==> config.mk <==
export PLATFORM = sky130hd
export DESIGN_NAME = ctfc_top
export DESIGN_NICKNAME = d
export VERILOG_FILES = /design/src/hw/ctfc_pkg.sv /design/src/hw/ctfc_accept_match.sv /design/src/hw/ctfc_top.sv
export SDC_FILE = /design/constraint.sdc
export NUM_CORES = 1
export LEC_CHECK = 0
export ABC_CLOCK_PERIOD_IN_PS = 4100
export CAP_MARGIN = 5
export CELL_PAD_IN_SITES_DETAIL_PLACEMENT = 1
export CELL_PAD_IN_SITES_GLOBAL_PLACEMENT = 1
export CORE_MARGIN = 2
export CORE_UTILIZATION = 49
export CTS_BUF_LIST = sky130_fd_sc_hd__clkbuf_8
export CTS_CLUSTER_SIZE = 40
export DETAILED_ROUTE_END_ITERATION = 8
export DONT_BUFFER_PORTS = 1
export GPL_TIMING_DRIVEN = 0
export PLACE_DENSITY = 0.83
export SKIP_LAST_GASP = 1
export SYNTH_ARGS = -nofsm -noshare
export SYNTH_HDL_FRONTEND = slang
export SYNTH_SLANG_ARGS = --single-unit
==> constraint.sdc <==
create_clock -name clock -period 4.1 [get_ports clock]
set_input_delay 0.82 -clock clock [delete_from_list [all_inputs] [get_ports clock]]
set_output_delay 0.82 -clock clock [all_outputs]
set_load 0.02 [all_outputs]
==> src/hw/ctfc_pkg.sv <==
`default_nettype none
package ctfc_pkg;

	// Register byte addresses
	localparam logic [23:0] ADDR_CTRL       = 24'h1c0008;
	localparam logic [23:0] ADDR_TIMER      = 24'h1c000c;
	localparam logic [23:0] ADDR_SHARED_MSK = 24'h1c0010;
	localparam logic [23:0] ADDR_BUF14_MSK  = 24'h1c0014;
	localparam logic [23:0] ADDR_BUF15_MSK  = 24'h1c0018;
	localparam logic [23:0] ADDR_FAULT_CNT  = 24'h1c001c;

	// Field positions
	localparam int CTRL_TSYNC_BIT  = 0;
	localparam int CTRL_STATE_LSB  = 4;
	localparam int CNT_REC_LSB     = 8;
	localparam int CNT_TEC_LSB     = 0;
	localparam int MASK_BASE_MSB   = 28;
	localparam int MASK_BASE_LSB   = 18;
	localparam int MASK_EXT_MSB    = 17;

	// Values after reset
	localparam logic [15:0] TIMER_RST = 16'h0000;
	localparam logic [28:0] MASK_RST  = 29'h00000000;
	localparam logic [7:0]  CNT_RST   = 8'h00;

	// Fault confinement figures
	localparam logic [7:0] PASSIVE_LIMIT = 8'h80;
	localparam logic [8:0] TEC_MAX       = 9'h0ff;
	localparam logic [7:0] REC_RESUME    = 8'h77;
	localparam logic [7:0] RECOVER_TEC   = 8'h80;
	localparam logic [3:0] RECESSIVE_RUN = 4'hb;
	localparam logic [7:0] ERR_STEP_BIG  = 8'h08;
	localparam logic [7:0] ERR_STEP_ONE  = 8'h01;

	// Confinement state codes
	localparam logic [1:0] CONF_ACTIVE  = 2'h0;
	localparam logic [1:0] CONF_PASSIVE = 2'h1;
	localparam logic [1:0] CONF_BUSOFF  = 2'h2;

	// Buffers with a mask of their own, and the sync buffer
	localparam logic [3:0] BUF_OWN14 = 4'he;
	localparam logic [3:0] BUF_OWN15 = 4'hf;
	localparam logic [3:0] BUF_SYNC  = 4'h0;

	typedef enum logic [1:0] {
		FC_ACTIVE,
		FC_PASSIVE,
		FC_BUSOFF
	} ctfc_conf_t;

endpackage : ctfc_pkg
`default_nettype wire

==> src/hw/ctfc_accept_match.sv <==
`timescale 1ns/1ps
`default_nettype none
module ctfc_accept_match (
	// Mask in force for the buffer
	input  wire logic [28:0] mask,
	// Buffer identifier
	input  wire logic [28:0] buf_id,
	input  wire logic        buf_ide,
	// Incoming identifier
	input  wire logic [28:0] rx_id,
	input  wire logic        rx_ide,
	// Result
	output var  logic        match
);

	wire logic [28:0] id_compare_bit;
	wire logic        base_ok;
	wire logic        ext_ok;

	assign id_compare_bit = mask & (rx_id ^ buf_id); // [RULE_07]
	assign base_ok = id_compare_bit[ctfc_pkg::MASK_BASE_MSB:
		ctfc_pkg::MASK_BASE_LSB] == 11'h000; // [RULE_08]
	assign ext_ok = !rx_ide ||
		id_compare_bit[ctfc_pkg::MASK_EXT_MSB:0] == 18'h00000; // [RULE_08]
	assign match = (rx_ide == buf_ide) && base_ok && ext_ok; // [RULE_23]

endmodule : ctfc_accept_match
`default_nettype wire

==> src/hw/ctfc_top.sv <==
// Function
// [RULE_01] Sixteen-bit timer, zero at reset, wraps
// [RULE_02] Timer steps once per bus bit time
// [RULE_03] Timer holds still in freeze mode
// [RULE_04] Capture at ID start, store on success
// [RULE_05] Timer write via holding register, handshake
// [RULE_06] Shared mask 0-13, own masks 14, 15
// [RULE_07] Mask zero ignores bit, one compares
// [RULE_08] Bits 28-18 always, 17-0 extended only
// [RULE_09] Software changes masks only when frozen; the code accepts mask writes in any mode
// [RULE_10] Receive count 15-8, transmit count 7-0
// [RULE_11] Counters follow CAN increment, decrement rules
// [RULE_12] Counters writable by software only frozen
// [RULE_13] Counter write via holding register, handshake
// [RULE_14] Count at 128 or more: passive
// [RULE_15] Both counts 127 or less: active
// [RULE_16] Transmit overflow: bus-off, event, clear count
// [RULE_17] Eleven recessive bits step recovery to 128
// [RULE_18] Dominant bit restarts recessive run count
// [RULE_19] Passive: acknowledge errors stop counting
// [RULE_20] Receive count stalls above 127, reloads
// [RULE_21] Flags, transmit delay, silence by state; the code has the flags and bus_drive_enable silence, no transmit delay
// [RULE_22] Sync mode clears timer on buffer 0
// [RULE_23] Extension bit and unmasked bits must match
//
// The Avalon-MM interface to the registers was left to the implementer.
`timescale 1ns/1ps
`default_nettype none
module ctfc_top (
	// Clock and reset
	input  wire logic        clock,
	input  wire logic        arst_n,
	// Avalon-MM slave
	input  wire logic [23:0] address,
	input  wire logic        read,
	input  wire logic        write,
	input  wire logic [31:0] writedata,
	input  wire logic [3:0]  byteenable,
	output var  logic [31:0] readdata,
	output var  logic        waitrequest,
	// Controller status
	input  wire logic        freeze_mode,
	input  wire logic        bit_tick,
	input  wire logic        bus_bit,
	// Frame events
	input  wire logic        id_start,
	input  wire logic        frame_ok,
	input  wire logic        frame_is_rx,
	input  wire logic [3:0]  frame_buf,
	// Error events
	input  wire logic        rx_err_one,
	input  wire logic        rx_err_big,
	input  wire logic        tx_err_big,
	input  wire logic        ack_fault_flag,
	// Acceptance compare request
	input  wire logic [3:0]  cmp_buf,
	input  wire logic [28:0] cmp_buf_id,
	input  wire logic        cmp_buf_ide,
	input  wire logic [28:0] cmp_rx_id,
	input  wire logic        cmp_rx_ide,
	output var  logic        cmp_match,
	// Timestamp write to message buffer
	output var  logic        stamp_wr,
	output var  logic [3:0]  stamp_buf,
	output var  logic [15:0] stamp_val,
	// Fault confinement
	output var  logic [1:0]  confinement_state,
	output var  logic        bus_off_event,
	output var  logic        bus_drive_enable,
	output var  logic        passive_mode
);

	function automatic logic [31:0] be_merge(input logic [31:0] old_v,
		input logic [31:0] new_v, input logic [3:0] be);
		logic [31:0] r;
		r = old_v;
		for (int i = 0; i < 4; i++) begin
			if (be[i]) begin
				r[i*8 +: 8] = new_v[i*8 +: 8];
			end
		end
		return r;
	endfunction : be_merge

	////////////////////////////////////////////////////////////////////
	// Registers

	logic [31:0]             readdata_q;
	logic                    waitrequest_q;
	logic                    tsync_q;
	logic [15:0]             timer_q;
	logic [15:0]             timer_hold_q;
	logic                    timer_req_q;
	logic [15:0]             cap_q;
	logic [28:0]             msk_shared_q;
	logic [28:0]             msk_b14_q;
	logic [28:0]             msk_b15_q;
	logic [7:0]              transmit_error_count_q;
	logic [7:0]              receive_error_count_q;
	logic [15:0]             cnt_hold_q;
	logic                    cnt_req_q;
	logic [3:0]              run_q;
	ctfc_pkg::ctfc_conf_t    state_q;
	logic                    cmp_match_q;
	logic                    stamp_wr_q;
	logic [3:0]              stamp_buf_q;
	logic [15:0]             stamp_val_q;
	logic [1:0]              conf_code_q;
	logic                    bus_off_event_q;
	logic                    bus_drive_q;
	logic                    passive_q;

	////////////////////////////////////////////////////////////////////
	// Bus decode

	wire logic        req;
	wire logic        wr_take;
	wire logic        sel_ctrl;
	wire logic        sel_timer;
	wire logic        sel_shared;
	wire logic        sel_b14;
	wire logic        sel_b15;
	wire logic        sel_cnt;
	wire logic [31:0] rd_ctrl;
	wire logic [31:0] rd_timer;
	wire logic [31:0] rd_cnt;
	wire logic [31:0] rd_mux;
	wire logic [31:0] timer_wr;
	wire logic [31:0] cnt_wr;
	wire logic [31:0] ctrl_wr;
	wire logic [31:0] shared_wr;
	wire logic [31:0] b14_wr;
	wire logic [31:0] b15_wr;

	assign req        = read || write;
	assign wr_take    = write && !waitrequest_q;
	assign sel_ctrl   = address == ctfc_pkg::ADDR_CTRL;
	assign sel_timer  = address == ctfc_pkg::ADDR_TIMER;
	assign sel_shared = address == ctfc_pkg::ADDR_SHARED_MSK;
	assign sel_b14    = address == ctfc_pkg::ADDR_BUF14_MSK;
	assign sel_b15    = address == ctfc_pkg::ADDR_BUF15_MSK;
	assign sel_cnt    = address == ctfc_pkg::ADDR_FAULT_CNT;

	assign rd_ctrl = (32'(tsync_q) << ctfc_pkg::CTRL_TSYNC_BIT) |
		(32'(conf_code_q) << ctfc_pkg::CTRL_STATE_LSB);
	assign rd_timer = {16'h0000, timer_q};
	assign rd_cnt = {16'h0000, receive_error_count_q,
		transmit_error_count_q}; // [RULE_10]
	assign rd_mux = sel_ctrl   ? rd_ctrl :
	                sel_timer  ? rd_timer :
	                sel_shared ? {3'h0, msk_shared_q} :
	                sel_b14    ? {3'h0, msk_b14_q} :
	                sel_b15    ? {3'h0, msk_b15_q} :
	                sel_cnt    ? rd_cnt : 32'h00000000;

	assign timer_wr  = be_merge(rd_timer, writedata, byteenable);
	assign cnt_wr    = be_merge(rd_cnt, writedata, byteenable);
	assign ctrl_wr   = be_merge(rd_ctrl, writedata, byteenable);
	assign shared_wr = be_merge({3'h0, msk_shared_q}, writedata, byteenable);
	assign b14_wr    = be_merge({3'h0, msk_b14_q}, writedata, byteenable);
	assign b15_wr    = be_merge({3'h0, msk_b15_q}, writedata, byteenable);

	// One wait cycle, then the answer for one cycle
	always_ff @(posedge clock or negedge arst_n) begin
		if (!arst_n) begin
			waitrequest_q <= 1'b1;
			readdata_q    <= 32'h00000000;
		end else begin
			waitrequest_q <= !(req && waitrequest_q);
			readdata_q    <= (read && waitrequest_q) ? rd_mux : readdata_q;
		end
	end

	always_ff @(posedge clock or negedge arst_n) begin
		if (!arst_n) begin
			tsync_q      <= 1'b0;
			msk_shared_q <= ctfc_pkg::MASK_RST;
			msk_b14_q    <= ctfc_pkg::MASK_RST;
			msk_b15_q    <= ctfc_pkg::MASK_RST;
		end else if (wr_take) begin
			if (sel_ctrl) begin
				tsync_q <= ctrl_wr[ctfc_pkg::CTRL_TSYNC_BIT];
			end
			if (sel_shared) begin
				msk_shared_q <= shared_wr[28:0]; // [RULE_08]
			end
			if (sel_b14) begin
				msk_b14_q <= b14_wr[28:0];
			end
			if (sel_b15) begin
				msk_b15_q <= b15_wr[28:0];
			end
		end
	end

	////////////////////////////////////////////////////////////////////
	// Holding registers and request/acknowledge

	wire logic cnt_wr_ok;

	assign cnt_wr_ok = wr_take && sel_cnt && freeze_mode; // [RULE_12]

	always_ff @(posedge clock or negedge arst_n) begin
		if (!arst_n) begin
			timer_hold_q <= ctfc_pkg::TIMER_RST;
			timer_req_q  <= 1'b0;
			cnt_hold_q   <= 16'h0000;
			cnt_req_q    <= 1'b0;
		end else begin
			timer_req_q <= wr_take && sel_timer; // [RULE_05]
			cnt_req_q   <= cnt_wr_ok; // [RULE_13]
			if (wr_take && sel_timer) begin
				timer_hold_q <= timer_wr[15:0]; // [RULE_05]
			end
			if (cnt_wr_ok) begin
				cnt_hold_q <= cnt_wr[15:0]; // [RULE_13]
			end
		end
	end

	////////////////////////////////////////////////////////////////////
	// Timestamp timer

	wire logic sync_clear;

	assign sync_clear = tsync_q && frame_ok && frame_is_rx &&
		frame_buf == ctfc_pkg::BUF_SYNC; // [RULE_22]

	always_ff @(posedge clock or negedge arst_n) begin
		if (!arst_n) begin
			timer_q <= ctfc_pkg::TIMER_RST; // [RULE_01]
		end else if (sync_clear) begin
			timer_q <= ctfc_pkg::TIMER_RST; // [RULE_22]
		end else if (timer_req_q) begin
			timer_q <= timer_hold_q; // [RULE_05]
		end else if (bit_tick && !freeze_mode) begin // [RULE_02] [RULE_03]
			timer_q <= timer_q + 16'h0001; // [RULE_01]
		end
	end

	always_ff @(posedge clock or negedge arst_n) begin
		if (!arst_n) begin
			cap_q       <= ctfc_pkg::TIMER_RST;
			stamp_wr_q  <= 1'b0;
			stamp_buf_q <= 4'h0;
			stamp_val_q <= ctfc_pkg::TIMER_RST;
		end else begin
			stamp_wr_q <= frame_ok; // [RULE_04]
			if (id_start) begin
				cap_q <= timer_q; // [RULE_04]
			end
			if (frame_ok) begin
				stamp_buf_q <= frame_buf;
				stamp_val_q <= cap_q; // [RULE_04]
			end
		end
	end

	////////////////////////////////////////////////////////////////////
	// Acceptance masks

	wire logic [28:0] mask_sel;
	wire logic        match_w;

	assign mask_sel = (cmp_buf == ctfc_pkg::BUF_OWN15) ? msk_b15_q :
	                  (cmp_buf == ctfc_pkg::BUF_OWN14) ? msk_b14_q :
	                  msk_shared_q; // [RULE_06]

	ctfc_accept_match u_match (
		.mask    (mask_sel),
		.buf_id  (cmp_buf_id),
		.buf_ide (cmp_buf_ide),
		.rx_id   (cmp_rx_id),
		.rx_ide  (cmp_rx_ide),
		.match   (match_w)
	);

	always_ff @(posedge clock or negedge arst_n) begin
		if (!arst_n) begin
			cmp_match_q <= 1'b0;
		end else begin
			cmp_match_q <= match_w; // [RULE_23]
		end
	end

	////////////////////////////////////////////////////////////////////
	// Error counters and confinement state

	logic [7:0]           tec_d;
	logic [7:0]           rec_d;
	logic [3:0]           run_d;
	logic                 boff_evt_d;
	logic [8:0]           tec_sum;
	ctfc_pkg::ctfc_conf_t state_d;

	always_comb begin
		tec_d      = transmit_error_count_q;
		rec_d      = receive_error_count_q;
		run_d      = run_q;
		state_d    = state_q;
		boff_evt_d = 1'b0;
		tec_sum    = {1'b0, transmit_error_count_q};
		unique case (state_q)
			ctfc_pkg::FC_BUSOFF: begin
				if (bit_tick && !bus_bit) begin
					run_d = 4'h0; // [RULE_18]
				end else if (bit_tick) begin
					run_d = run_q + 4'h1; // [RULE_17]
					if (run_d == ctfc_pkg::RECESSIVE_RUN) begin
						run_d = 4'h0;
						tec_d = transmit_error_count_q + 8'h01; // [RULE_17]
						if (tec_d == ctfc_pkg::RECOVER_TEC) begin
							tec_d   = ctfc_pkg::CNT_RST; // [RULE_17]
							rec_d   = ctfc_pkg::CNT_RST;
							state_d = ctfc_pkg::FC_ACTIVE;
						end
					end
				end
			end
			ctfc_pkg::FC_ACTIVE, ctfc_pkg::FC_PASSIVE: begin
				// Receive side
				if (rx_err_one || rx_err_big) begin
					if (receive_error_count_q < ctfc_pkg::PASSIVE_LIMIT) begin
						rec_d = receive_error_count_q + (rx_err_big ?
							ctfc_pkg::ERR_STEP_BIG :
							ctfc_pkg::ERR_STEP_ONE); // [RULE_11]
					end // [RULE_20]
				end else if (frame_ok && frame_is_rx) begin
					if (receive_error_count_q >= ctfc_pkg::PASSIVE_LIMIT) begin
						rec_d = ctfc_pkg::REC_RESUME; // [RULE_20]
					end else if (receive_error_count_q != 8'h00) begin
						rec_d = receive_error_count_q - 8'h01; // [RULE_11]
					end
				end
				// Transmit side
				if (tx_err_big && !(ack_fault_flag &&
					state_q == ctfc_pkg::FC_PASSIVE)) begin // [RULE_19]
					tec_sum = {1'b0, transmit_error_count_q} +
						{1'b0, ctfc_pkg::ERR_STEP_BIG}; // [RULE_11]
					tec_d = tec_sum[7:0];
				end else if (frame_ok && !frame_is_rx &&
					transmit_error_count_q != 8'h00) begin
					tec_d = transmit_error_count_q - 8'h01; // [RULE_11]
				end
				if (tec_sum > ctfc_pkg::TEC_MAX) begin
					state_d    = ctfc_pkg::FC_BUSOFF; // [RULE_16]
					tec_d      = ctfc_pkg::CNT_RST;
					run_d      = 4'h0;
					boff_evt_d = 1'b1;
				end else if (tec_d >= ctfc_pkg::PASSIVE_LIMIT ||
					rec_d >= ctfc_pkg::PASSIVE_LIMIT) begin
					state_d = ctfc_pkg::FC_PASSIVE; // [RULE_14]
				end else begin
					state_d = ctfc_pkg::FC_ACTIVE; // [RULE_15]
				end
			end
			default: begin
				state_d = ctfc_pkg::FC_ACTIVE;
			end
		endcase
		if (cnt_req_q) begin
			tec_d = cnt_hold_q[ctfc_pkg::CNT_TEC_LSB +: 8]; // [RULE_13]
			rec_d = cnt_hold_q[ctfc_pkg::CNT_REC_LSB +: 8];
		end
	end

	always_ff @(posedge clock or negedge arst_n) begin
		if (!arst_n) begin
			transmit_error_count_q <= ctfc_pkg::CNT_RST;
			receive_error_count_q  <= ctfc_pkg::CNT_RST;
			run_q                  <= 4'h0;
			state_q                <= ctfc_pkg::FC_ACTIVE;
			bus_off_event_q        <= 1'b0;
		end else begin
			transmit_error_count_q <= tec_d;
			receive_error_count_q  <= rec_d;
			run_q                  <= run_d;
			state_q                <= state_d;
			bus_off_event_q        <= boff_evt_d; // [RULE_16]
		end
	end

	wire logic [1:0] conf_code_d;

	assign conf_code_d =
		(state_d == ctfc_pkg::FC_BUSOFF)  ? ctfc_pkg::CONF_BUSOFF :
		(state_d == ctfc_pkg::FC_PASSIVE) ? ctfc_pkg::CONF_PASSIVE :
		ctfc_pkg::CONF_ACTIVE;

	always_ff @(posedge clock or negedge arst_n) begin
		if (!arst_n) begin
			conf_code_q <= ctfc_pkg::CONF_ACTIVE;
			bus_drive_q <= 1'b1;
			passive_q   <= 1'b0;
		end else begin
			conf_code_q <= conf_code_d; // [RULE_14]
			bus_drive_q <= state_d != ctfc_pkg::FC_BUSOFF; // [RULE_21]
			passive_q   <= state_d == ctfc_pkg::FC_PASSIVE; // [RULE_21]
		end
	end

	////////////////////////////////////////////////////////////////////
	// Outputs

	assign readdata          = readdata_q;
	assign waitrequest       = waitrequest_q;
	assign cmp_match         = cmp_match_q;
	assign stamp_wr          = stamp_wr_q;
	assign stamp_buf         = stamp_buf_q;
	assign stamp_val         = stamp_val_q;
	assign confinement_state = conf_code_q;
	assign bus_off_event     = bus_off_event_q;
	assign bus_drive_enable  = bus_drive_q;
	assign passive_mode      = passive_q;

endmodule : ctfc_top
`default_nettype wire

### After elaboration in Yosys (flattened, before gate mapping)

Index checks and enable logic that the tools add are counted.

* flip-flop bits (word level): 236
* latch bits: 0
* bits in writable memories: 0
* ROM bits: 0
* input bits: 142
* output and inout bits: 60
* word-level logic and storage cells: 182
* memories kept: 0

* add/sub/neg operators: 7
* multiply operators: 0
* divide/modulo/power cells: 0
* order comparisons: 5
* equal/unequal tests: 22
* shifts and indexed selects: 0
* mux-type cells: 57
* bitwise operators: 3
* reduce and logical (&&, ||, !) cells: 55

Operators by type and width (number)
* 2-to-1 mux 29 bit: 7
* 2-to-1 mux 8 bit: 24
* equality test 24 x 21 -> 1 bit (second input constant): 6
* 2-to-1 mux 16 bit: 4
* AND reduction 3 bit: 13
* one-hot mux 8 bit (2 select lines): 2
* bitwise AND 29 bit: 1
* XOR 29 bit: 1
* >= comparator 8 bit (second input constant): 3
* 2-to-1 mux 4 bit: 5
* logical AND 1 bit: 18
* zero test 18 bit: 1
* 2-to-1 mux 9 bit: 2
* adder 16 x 1 -> 16 bit (second input constant): 1
* nonzero test 8 bit: 2
* subtractor 8 x 1 -> 8 bit (second input constant): 2
* != test 3 bit (second input constant): 5
* equality test 4 bit (second input constant): 3
* 2-to-1 mux 2 bit: 6
* zero test 11 bit: 1
* adder 8 x 4 -> 9 bit (second input constant): 1
* > comparator 9 x 8 -> 1 bit (second input constant): 1
* adder 8 x 1 -> 8 bit (second input constant): 1
* adder 8 x 4 -> 8 bit: 1
* 21 further kinds: 38

### Logic depth before layout (Yosys ltp)

Gate-level depths: netlist of run 1.

* word-level depth: 14
* depth in mapped cells: 9
* gate-level depth less buffers: 9

### Hierarchy

From an unflattened synthesis of run 1, not the netlist that was laid out.

* cells, all modules: 1273
* area, all modules: 12883.6 sq um

By module, submodules not included
* ctfc_top: instances 1, cells an instance 1224, area each 12443.2 sq um, seq. area each 5808.1 sq um
* ctfc_accept_match: instances 1, cells an instance 49, area each 440.4 sq um, seq. area each 0.0 sq um

### Worst setup path after synthesis of run 1

OpenSTA, ideal clock, no wires.

* path kind: input to register
* from: input address[7]
* to: register msk_shared_q[10]
* library setup time: 125 ps
* arrival: 2553 ps
* required time: 3975 ps
* slack: 1423 ps
* stages: 7
* path buffers: 1
* path through: or3_4 nor4_4 nand3_2 or3_1 buf_6 nor2_8 mux2_2

* word-level cells in the longest chain between the ends: 2

RTL lines
* from (decl): line ctfc_top.sv:34 `input wire logic [23:0] address,`
* equality test 24 x 21 -> 1 bit: line ctfc_top.sv:139 `assign sel_shared = address == ctfc_pkg::ADDR_SHARED_MSK;`
* AND reduction 3 bit (no source line)
* to (signal assigned): line ctfc_top.sv:177 `msk_shared_q <= ctfc_pkg::MASK_RST;`
* to (signal assigned): line ctfc_top.sv:185 `msk_shared_q <= shared_wr[28:0];`
* to (decl): line ctfc_top.sv:95 `logic [28:0] msk_shared_q;`

No other way between the ends.
A chain may end at the register's enable or synchronous reset.

### Worst setup path in the final report of run 1

* from: register transmit_error_count_q[3]
* to: register run_q[2]

* word-level cells in the longest chain between the ends: 6

RTL lines
* from (decl): line ctfc_top.sv:98 `logic [7:0] transmit_error_count_q;`
* from (signal assigned): line ctfc_top.sv:369 `transmit_error_count_q <= ctfc_pkg::CNT_RST;`
* from (signal assigned): line ctfc_top.sv:375 `transmit_error_count_q <= tec_d;`
* adder 8 x 4 -> 9 bit: line ctfc_top.sv:338 `tec_sum = {1'b0, transmit_error_count_q} +`
* 2-to-1 mux 9 bit (*): line ctfc_top.sv:336 `if (tx_err_big && !(ack_fault_flag &&`
* 2-to-1 mux 9 bit (*): line ctfc_top.sv:303 `unique case (state_q)`
* > comparator 9 x 8 -> 1 bit (*): line ctfc_top.sv:345 `if (tec_sum > ctfc_pkg::TEC_MAX) begin`
* != test 2 bit (no source line) (*)
* AND reduction 3 bit (no source line) (*)
* to (signal assigned): line ctfc_top.sv:377 `run_q <= run_d;`
* to (decl): line ctfc_top.sv:102 `logic [3:0] run_q;`

Every way passes the cells marked *; elsewhere a longest branch is shown, timed or not. The select of a mux whose other input is x is not followed.

==> results of run 1 <==
==> sequential cells by signal (all words and copies together), names as in the netlist, 16 cells and up <==
signal        cells
msk_shared_q     29
timer_q          16
msk_b15_q        29
cnt_hold_q       16
msk_b14_q        29
cap_q            16
readdata         29
timer_hold_q     16
stamp_val        16
==> critical path: stages (launching register included) <==
cell and delay (ps):
dfrtp_1 410, clkbuf_1 440, inv_1 170, ha_1 340
nand2b_1 90, o41ai_2 80, a32oi_1 570, nor2_1 70
mux2_2 280, a22o_1 180
==> through the flow <==
step	utilization, %	power [mW]	setup WS [ps]	hold WS (ps)
2_1_floorplan	-	3.26	1420	441
3_3_place_gp	51.7	3.48	908	469
3_5_place_dp	51.7	3.53	907	477
4_1_cts	55.2	5.78	1340	-36.8
5_1_grt	55.5	6.06	1080	92.9
6_report	55.5	5.83	1340	108
==> routing by layer <==
metal	track usage [%]	share of wire, %	vias to the layer above
met5	0	0	-
met4	11.8	4.0	0
met3	7.75	8.2	104
met2	51.4	48	461
met1	38.9	40	5230
li1	-	-	4357
==> cell usage after synthesis (4+ instances only) <==
cell type / number / area (µm²)
o311ai_0: 4 / 35.0
ha_1: 13 / 163
o2111ai_1: 5 / 43.8
xnor2_1: 27 / 236
clkbuf_1: 54 / 203
a31o_2: 4 / 35.0
inv_1: 17 / 63.8
nand2b_1: 9 / 56.3
nand2_1: 110 / 413
nand4_1: 10 / 62.6
a21oi_1: 61 / 305
nor4_1: 7 / 43.8
and3_1: 11 / 68.8
a2111oi_0: 5 / 43.8
o31ai_1: 18 / 135
nand3_1: 16 / 80.1
buf_2: 12 / 60.1
o211ai_1: 19 / 143
a22oi_1: 16 / 120
a31oi_1: 12 / 75.1
or3_1: 6 / 37.5
a211oi_1: 5 / 37.5
a221o_1: 10 / 100
buf_1: 5 / 18.8
nor2b_1: 4 / 25.0
o22ai_1: 6 / 37.5
mux4_2: 13 / 293
dfrtp_1: 230 / 5760
nor2_1: 77 / 289
o21ai_0: 51 / 255
nor3_1: 11 / 55.1
mux2i_1: 88 / 881
mux2_2: 122 / 1370
and4_1: 4 / 35.0
nor3_4: 4 / 65.1
buf_4: 5 / 37.5
xor2_1: 27 / 236
==> power by group through the flow <==
stage / clock [mW] / combinational (mW) / sequential, mW
floorplan: 0 / 0.653 / 2.60
global placement: 0 / 0.833 / 2.65
detailed placement: 0 / 0.876 / 2.66
CTS: 2.28 / 0.885 / 2.62
global route: 2.39 / 1.04 / 2.64
finish: 2.26 / 0.948 / 2.62
==> area by class of cell <==
type	count	area, µm²	share of cell area [%]
Clock inverter	22	118	0.841
Sequential cell	232	5810	41.6
Timing Repair Buffer	3	82.6	0.591
Buffer	77	330	2.36
Tap cell	330	413	2.95
Multi-Input combinational cell	838	6400	45.8
Clock buffer	55	757	5.42
Inverter	18	67.6	0.483
==> final timing paths <==
kind	endpoint	cells past startpoint
max in group asynchronous	stamp_val[8]$_DFFE_PN0P_	1
worst max register to register	run_q[2]$_DFFE_PN0P_	9
worst max-delay path	run_q[2]$_DFFE_PN0P_	9
worst min-delay path	waitrequest$_DFF_PN1_	0
min in group clock	stamp_wr$_DFF_PN0_	0
worst min register to register	cnt_hold_q[5]$_DFFE_PN0P_	2
==> cell families (layout without fill, tap and decap cells) <==
kind of cell    after synthesis  in the layout  synth area share (%)
simple gates                300            300                  12.4
compound gates              242            242                  12.8
flops                       232            232                  46.1
mux                         226            226                  20.5
buf+inv                      95            175                  3.16
xor+xnor                     54             54                  3.75
fa+ha+maj                    13             13                  1.29
other cells                   1              3                0.0298
==> flow_summary.yaml, run 1 <==
detailed_routing:
  ant_nets: 0
  detail_route.iter0.violations: 731
  vias_per_cell: 6.45
  dr.pass1.iters: 5
  drc: 0
  wl_per_cell_um: 26.7
  wirelength_mm: 42.0
  vias: 10200
sta:
  finalHoldViolCount: 0
  setup_violations: 0
  skew_ps: 27.1
  grt_setup_unrepaired: "no"
  period_needed_ps: 2760
  maxSlewHeadroom_pct: 38.9
  fin_tns_setup_ps: 0
  fmax_mhz: 363
  final-max-slew-violation-count: 0
  fin_crit_sh_pct: 67.2
  tightest_slew_ps: 911
grt:
  antenna_found_initial: 0
  grt_pass1_wl_mm: 63.2
  grt_remaining_overflow: 0
  grt_start_max_net_pins: 233
  grt_pass1_vias: 10800
  grtUsageTotal_pct: 30.9
synth:
  syn_inst: 1163
  synthFlopType: "dfrtp_1"
  synth-seq-cells: 232
  synthArstFlopShare_pct: 100
  yosys_warnings: 0
  synth_cell_type_count: 80
  netlist_area_um2: 12600
  syn_area_per_cell_um2: 10.8
  synth_edf_count: 0
  yosysSeqAreaShare_pct: 46.1
placement:
  io_buffers: 0
  post_dp_cell_area_um2: 13000
  placed_cells: 1495
  dpl.hpwl_mm: 29.8
  place_congestion: 0.951
critical_path:
  critPathArrivalTime_ps: 3190
  r2r_setup_slack_ps: 1340
  path_class: "reg2reg"
  cp_max_fo: 10
  critPathCaptureType: "flop"
  required_ps: 4540
  rr_startpoint: "transmit_error_count_q[3]$_DFFE_PN0P_"
  cp-start-kind: "flop"
  crit_start: "transmit_error_count_q[3]$_DFFE_PN0P_"
pwr:
  pwr-share-clk_pct: 38.8
  internal_power_mw: 4.06
  p_comb_share_pct: 16.3
  switching_share_pct: 30.3
  switchingPower_mw: 1.77
  p_leak_nw: 6.50
  p_seq_share_pct: 44.9
  power_density_nw_per_um2: 417
  ir_worst_vdd_mv: 0.283
cells_and_area:
  layout_common_cells: "230 x dfrtp_1, 122 x mux2_2, 110 x nand2_1"
  antenna_cells: 0
  final_common_cell: "dfrtp_1"
  synthToLayoutAreaGrowth_pct: 10.9
  final_cells: 1575
  nNetsFinal: 1367
  fillers: 2711
  fin_area_um2: 14000
  drive_gt1_share_pct: 19.8
cts:
  clock_path_buffers: 3
  cts_tree: "done"
  post_cts_resized: 0
  post-cts-setup-buffers: 0
  root_buffer: "clkbuf_8"
  clkLatencyLatePin_ps: 550
  cts_sinks: 232
  ctsHtreeMaxLevel: 2
  numCtsBuffers: 42
  clkTransAtPathRegs_ps: 60
floorplan:
  io_pins: 202
  rows: 58
  initial_utilization_pct: 50.0
  core_area_um2: 25200
  die_x_um: 164
  dieHeight_um: 164
  dieArea_um2: 27000
flow_run:
  drv_cap: 0
hold_path:
  min-delay-path-class: "in2async"
outcome:
  status: "completed"
(Power assumes the default switching activity.)
==> inputs of run 2 (changes only) <==
- ABC_AREA: unset -> 1
- ABC_CLOCK_PERIOD_IN_PS: 4100 -> 2400
- CORE_UTILIZATION: 49 -> 44
- PLACE_DENSITY: 0.83 -> 0.84
- clock period: 4.1 -> 2.4 ns (I/O delays scaled with it)
==> run 2 against run 1 <==
Compared with the run above:
- the run now ends with hold timing left
- first-iteration DRC count grew 17%
- synthesized cell count grew 52%
- register-to-register slack lost 1100 ps
- critical path depth grew 1
- total power grew 88%
- maximum frequency grew 27%
- sequential cell count is the same
- clock skew shrank 5.6 ps
- combinational power grew 140%
- clock power grew 70%
- cell area grew 3.6%
- final cell count grew 42%
- critical path type unchanged
- largest cell class unchanged
==> flow_summary.yaml, run 2 <==
detailed_routing:
  vias: 12300
  wl_per_cell_um: 19.5
  ant_nets: 0
  vias_per_cell: 5.47
  detail_route.iter0.violations: 855
  dr.pass1.iters: 5
  drc: 0
  wirelength_mm: 43.7
synth:
  synth.most_common_cell: "nand2_1"
  netlist.area_leader.share_pct: 44.0
  yosysSeqAreaShare_pct: 44.4
  ys_top_cells_by_area: "dfrtp_1 44%, nand2_1 15%, nand3_1 5.4%, nor2_1 5.0%, a21oi_1 4.8%"
  synth-seq-cells: 232
  netlist_area_um2: 13100
  synthArstFlopShare_pct: 100
  synth_edf_count: 0
  synthFlopType: "dfrtp_1"
  synthTopCellsByCount: "515 x nand2_1, 230 x dfrtp_1, 175 x nor2_1, 165 x inv_1, 140 x nand3_1"
  yosys_warnings: 0
  syn_inst: 1772
  yosysTopAreaCell: "dfrtp_1"
  syn_area_per_cell_um2: 7.38
  synth_cell_type_count: 48
cells_and_area:
  synthToLayoutAreaGrowth_pct: 10.8
  nNetsFinal: 1978
  antenna_cells: 0
  layout_common_cells: "515 x nand2_1, 227 x dfrtp_1, 176 x inv_1"
  fillers: 3704
  final_common_cell: "nand2_1"
  drive_gt1_share_pct: 9.44
  fin_area_um2: 14500
floorplan:
  rows: 63
  dieArea_um2: 31100
  core_area_um2: 29500
  die_x_um: 176
  initial_utilization_pct: 44.3
  dieHeight_um: 176
  io_pins: 202
placement:
  dpl.hpwl_mm: 33.0
  io_buffers: 0
  place_congestion: 0.906
  post_dp_cell_area_um2: 13600
sta:
  period_needed_ps: 2170
  fmax_mhz: 460
  fin_hold_ws_ps: -387
  maxSlewHeadroom_pct: 42.2
  finalHoldViolCount: 230
  grt_setup_unrepaired: "no"
  fin_crit_sh_pct: 90.5
  tightest_slew_ps: 867
  skew_ps: 21.5
  final-max-slew-violation-count: 0
  setup_violations: 0
  fin_tns_setup_ps: 0
hold_path:
  min-delay-path-class: "in2async"
pwr:
  power_density_nw_per_um2: 755
  ir_worst_vdd_mv: 0.266
  p_leak_nw: 7.11
cts:
  cts_sinks: 232
  clkTransAtPathRegs_ps: 70
  numCtsBuffers: 42
  cts_tree: "done"
  clkLatencyLatePin_ps: 560
  holdBufCountCts: 3
  root_buffer: "clkbuf_8"
  clock_path_buffers: 3
  ctsHtreeMaxLevel: 2
critical_path:
  cp-start-kind: "flop"
  critPathArrivalTime_ps: 2590
  cp_max_fo: 6
  required_ps: 2820
  cp_slowest_cell: "dfrtp_1"
  path_class: "reg2reg"
  path_cells: "ha_1, nand3_1, nor2_1, nand2_1, nor2_2, nand3_1, o21ai_1, nand2_1, o21ai_1, o21ai_0"
  r2r_setup_slack_ps: 230
  max_stage_delay_ps: 520
  critPathCaptureType: "flop"
grt:
  grtUsageTotal_pct: 28.1
  grt_pass1_vias: 12900
  grt_pass1_wl_mm: 69.2
  grt_start_max_net_pins: 233
  antenna_found_initial: 0
  grt_remaining_overflow: 0
outcome:
  violations: "hold timing"
  status: "finished with violations"
flow_run:
  drv_cap: 0
==> run 2: cell count changes in the layout (fill, tap and decap cells not counted), sizes merged, moves of 22 or more <==
cell / before / now
xnor2: 27 / 3
nand3: 17 / 147
buf: 26 / 48
nand2: 111 / 531
o21ai: 51 / 157
a21oi: 61 / 131
mux2: 125 / 0
inv: 33 / 186
nor2: 81 / 185
mux2i: 88 / 1
==> run 2: cell type report <==
class / count / area, µm² / share of cell area (%)
plain buffers: 77 / 418 / 2.89
clock buffers: 58 / 798 / 5.51
clock inverters: 16 / 71.3 / 0.492
inverters: 177 / 669 / 4.62
multi-input cells: 1288 / 6180 / 42.7
flip-flops and latches: 232 / 5810 / 40.1
well taps: 390 / 488 / 3.37
repair buffers: 5 / 45.0 / 0.311
==> run 2: final timing paths <==
check                                  startpoint                                     to  cells after the start
max in group asynchronous                  arst_n  transmit_error_count_q[4]$_DFFE_PN0P_                      0
hold reg to reg             cap_q[10]$_DFFE_PN0P_              stamp_val[10]$_DFFE_PN0P_                      2
setup / recovery           timer_q[0]$_DFFE_PN0P_                timer_q[12]$_DFFE_PN0P_                     10
hold / removal                             arst_n               readdata[18]$_DFFE_PN0P_                      0
min in group clock                   frame_buf[3]               stamp_buf[3]$_DFFE_PN0P_                      2
setup reg to reg           timer_q[0]$_DFFE_PN0P_                timer_q[12]$_DFFE_PN0P_                     10
==> run 2: metal layers <==
metal  part of all wire (%)  GRT usage [%]
met5                      0              0
met4                    3.4           10.3
met3                    6.1           5.62
met2                     49           49.1
met1                     41           34.4
==> run 2: report_power, final <==
part | internal [mW] | switching, mW
combinational | 0.764 | 1.55
clock | 2.14 | 1.71
sequential | 4.27 | 0.501
==> run 2: metrics by stage <==
stage	cells	util [%]	total power, mW	worst slack [ps]
2_1_floorplan	1774	-	6.33	685
3_3_place_gp	2164	46.0	6.97	157
3_5_place_dp	2164	46.0	7.10	49.2
4_1_cts	2241	49.1	10.9	139
5_1_grt	2243	49.1	11.5	46.3
6_report	2243	49.1	10.9	228
==> run 2: critical path: cells and delay by family, from the launching register on <==
kind                       cells  cell delay (ps)
AOI/OAI and AO/OA              3              420
adders and majority gates      1              250
DFF                            1              520
and+or+nand+nor                6              840
==> run 2: cell families after synthesis <==
family | synth area share, %
simple gates | 29.5
compound gates | 12.9
buf+inv | 8.32
flops | 44.4
xor+xnor | 3.42
fa+ha+maj | 1.24
other cells | 0.0287
mux | 0.0766
==> run 2: timing repair <==
| action | in CTS | in global routing |
|---|---|---|
| buffers inserted | 0 | 2 |
| endpoints found under the setup margin | 0 | 12 |
| gates resized for setup | 0 | 3 |
| endpoints found under the hold margin | 234 | 232 |
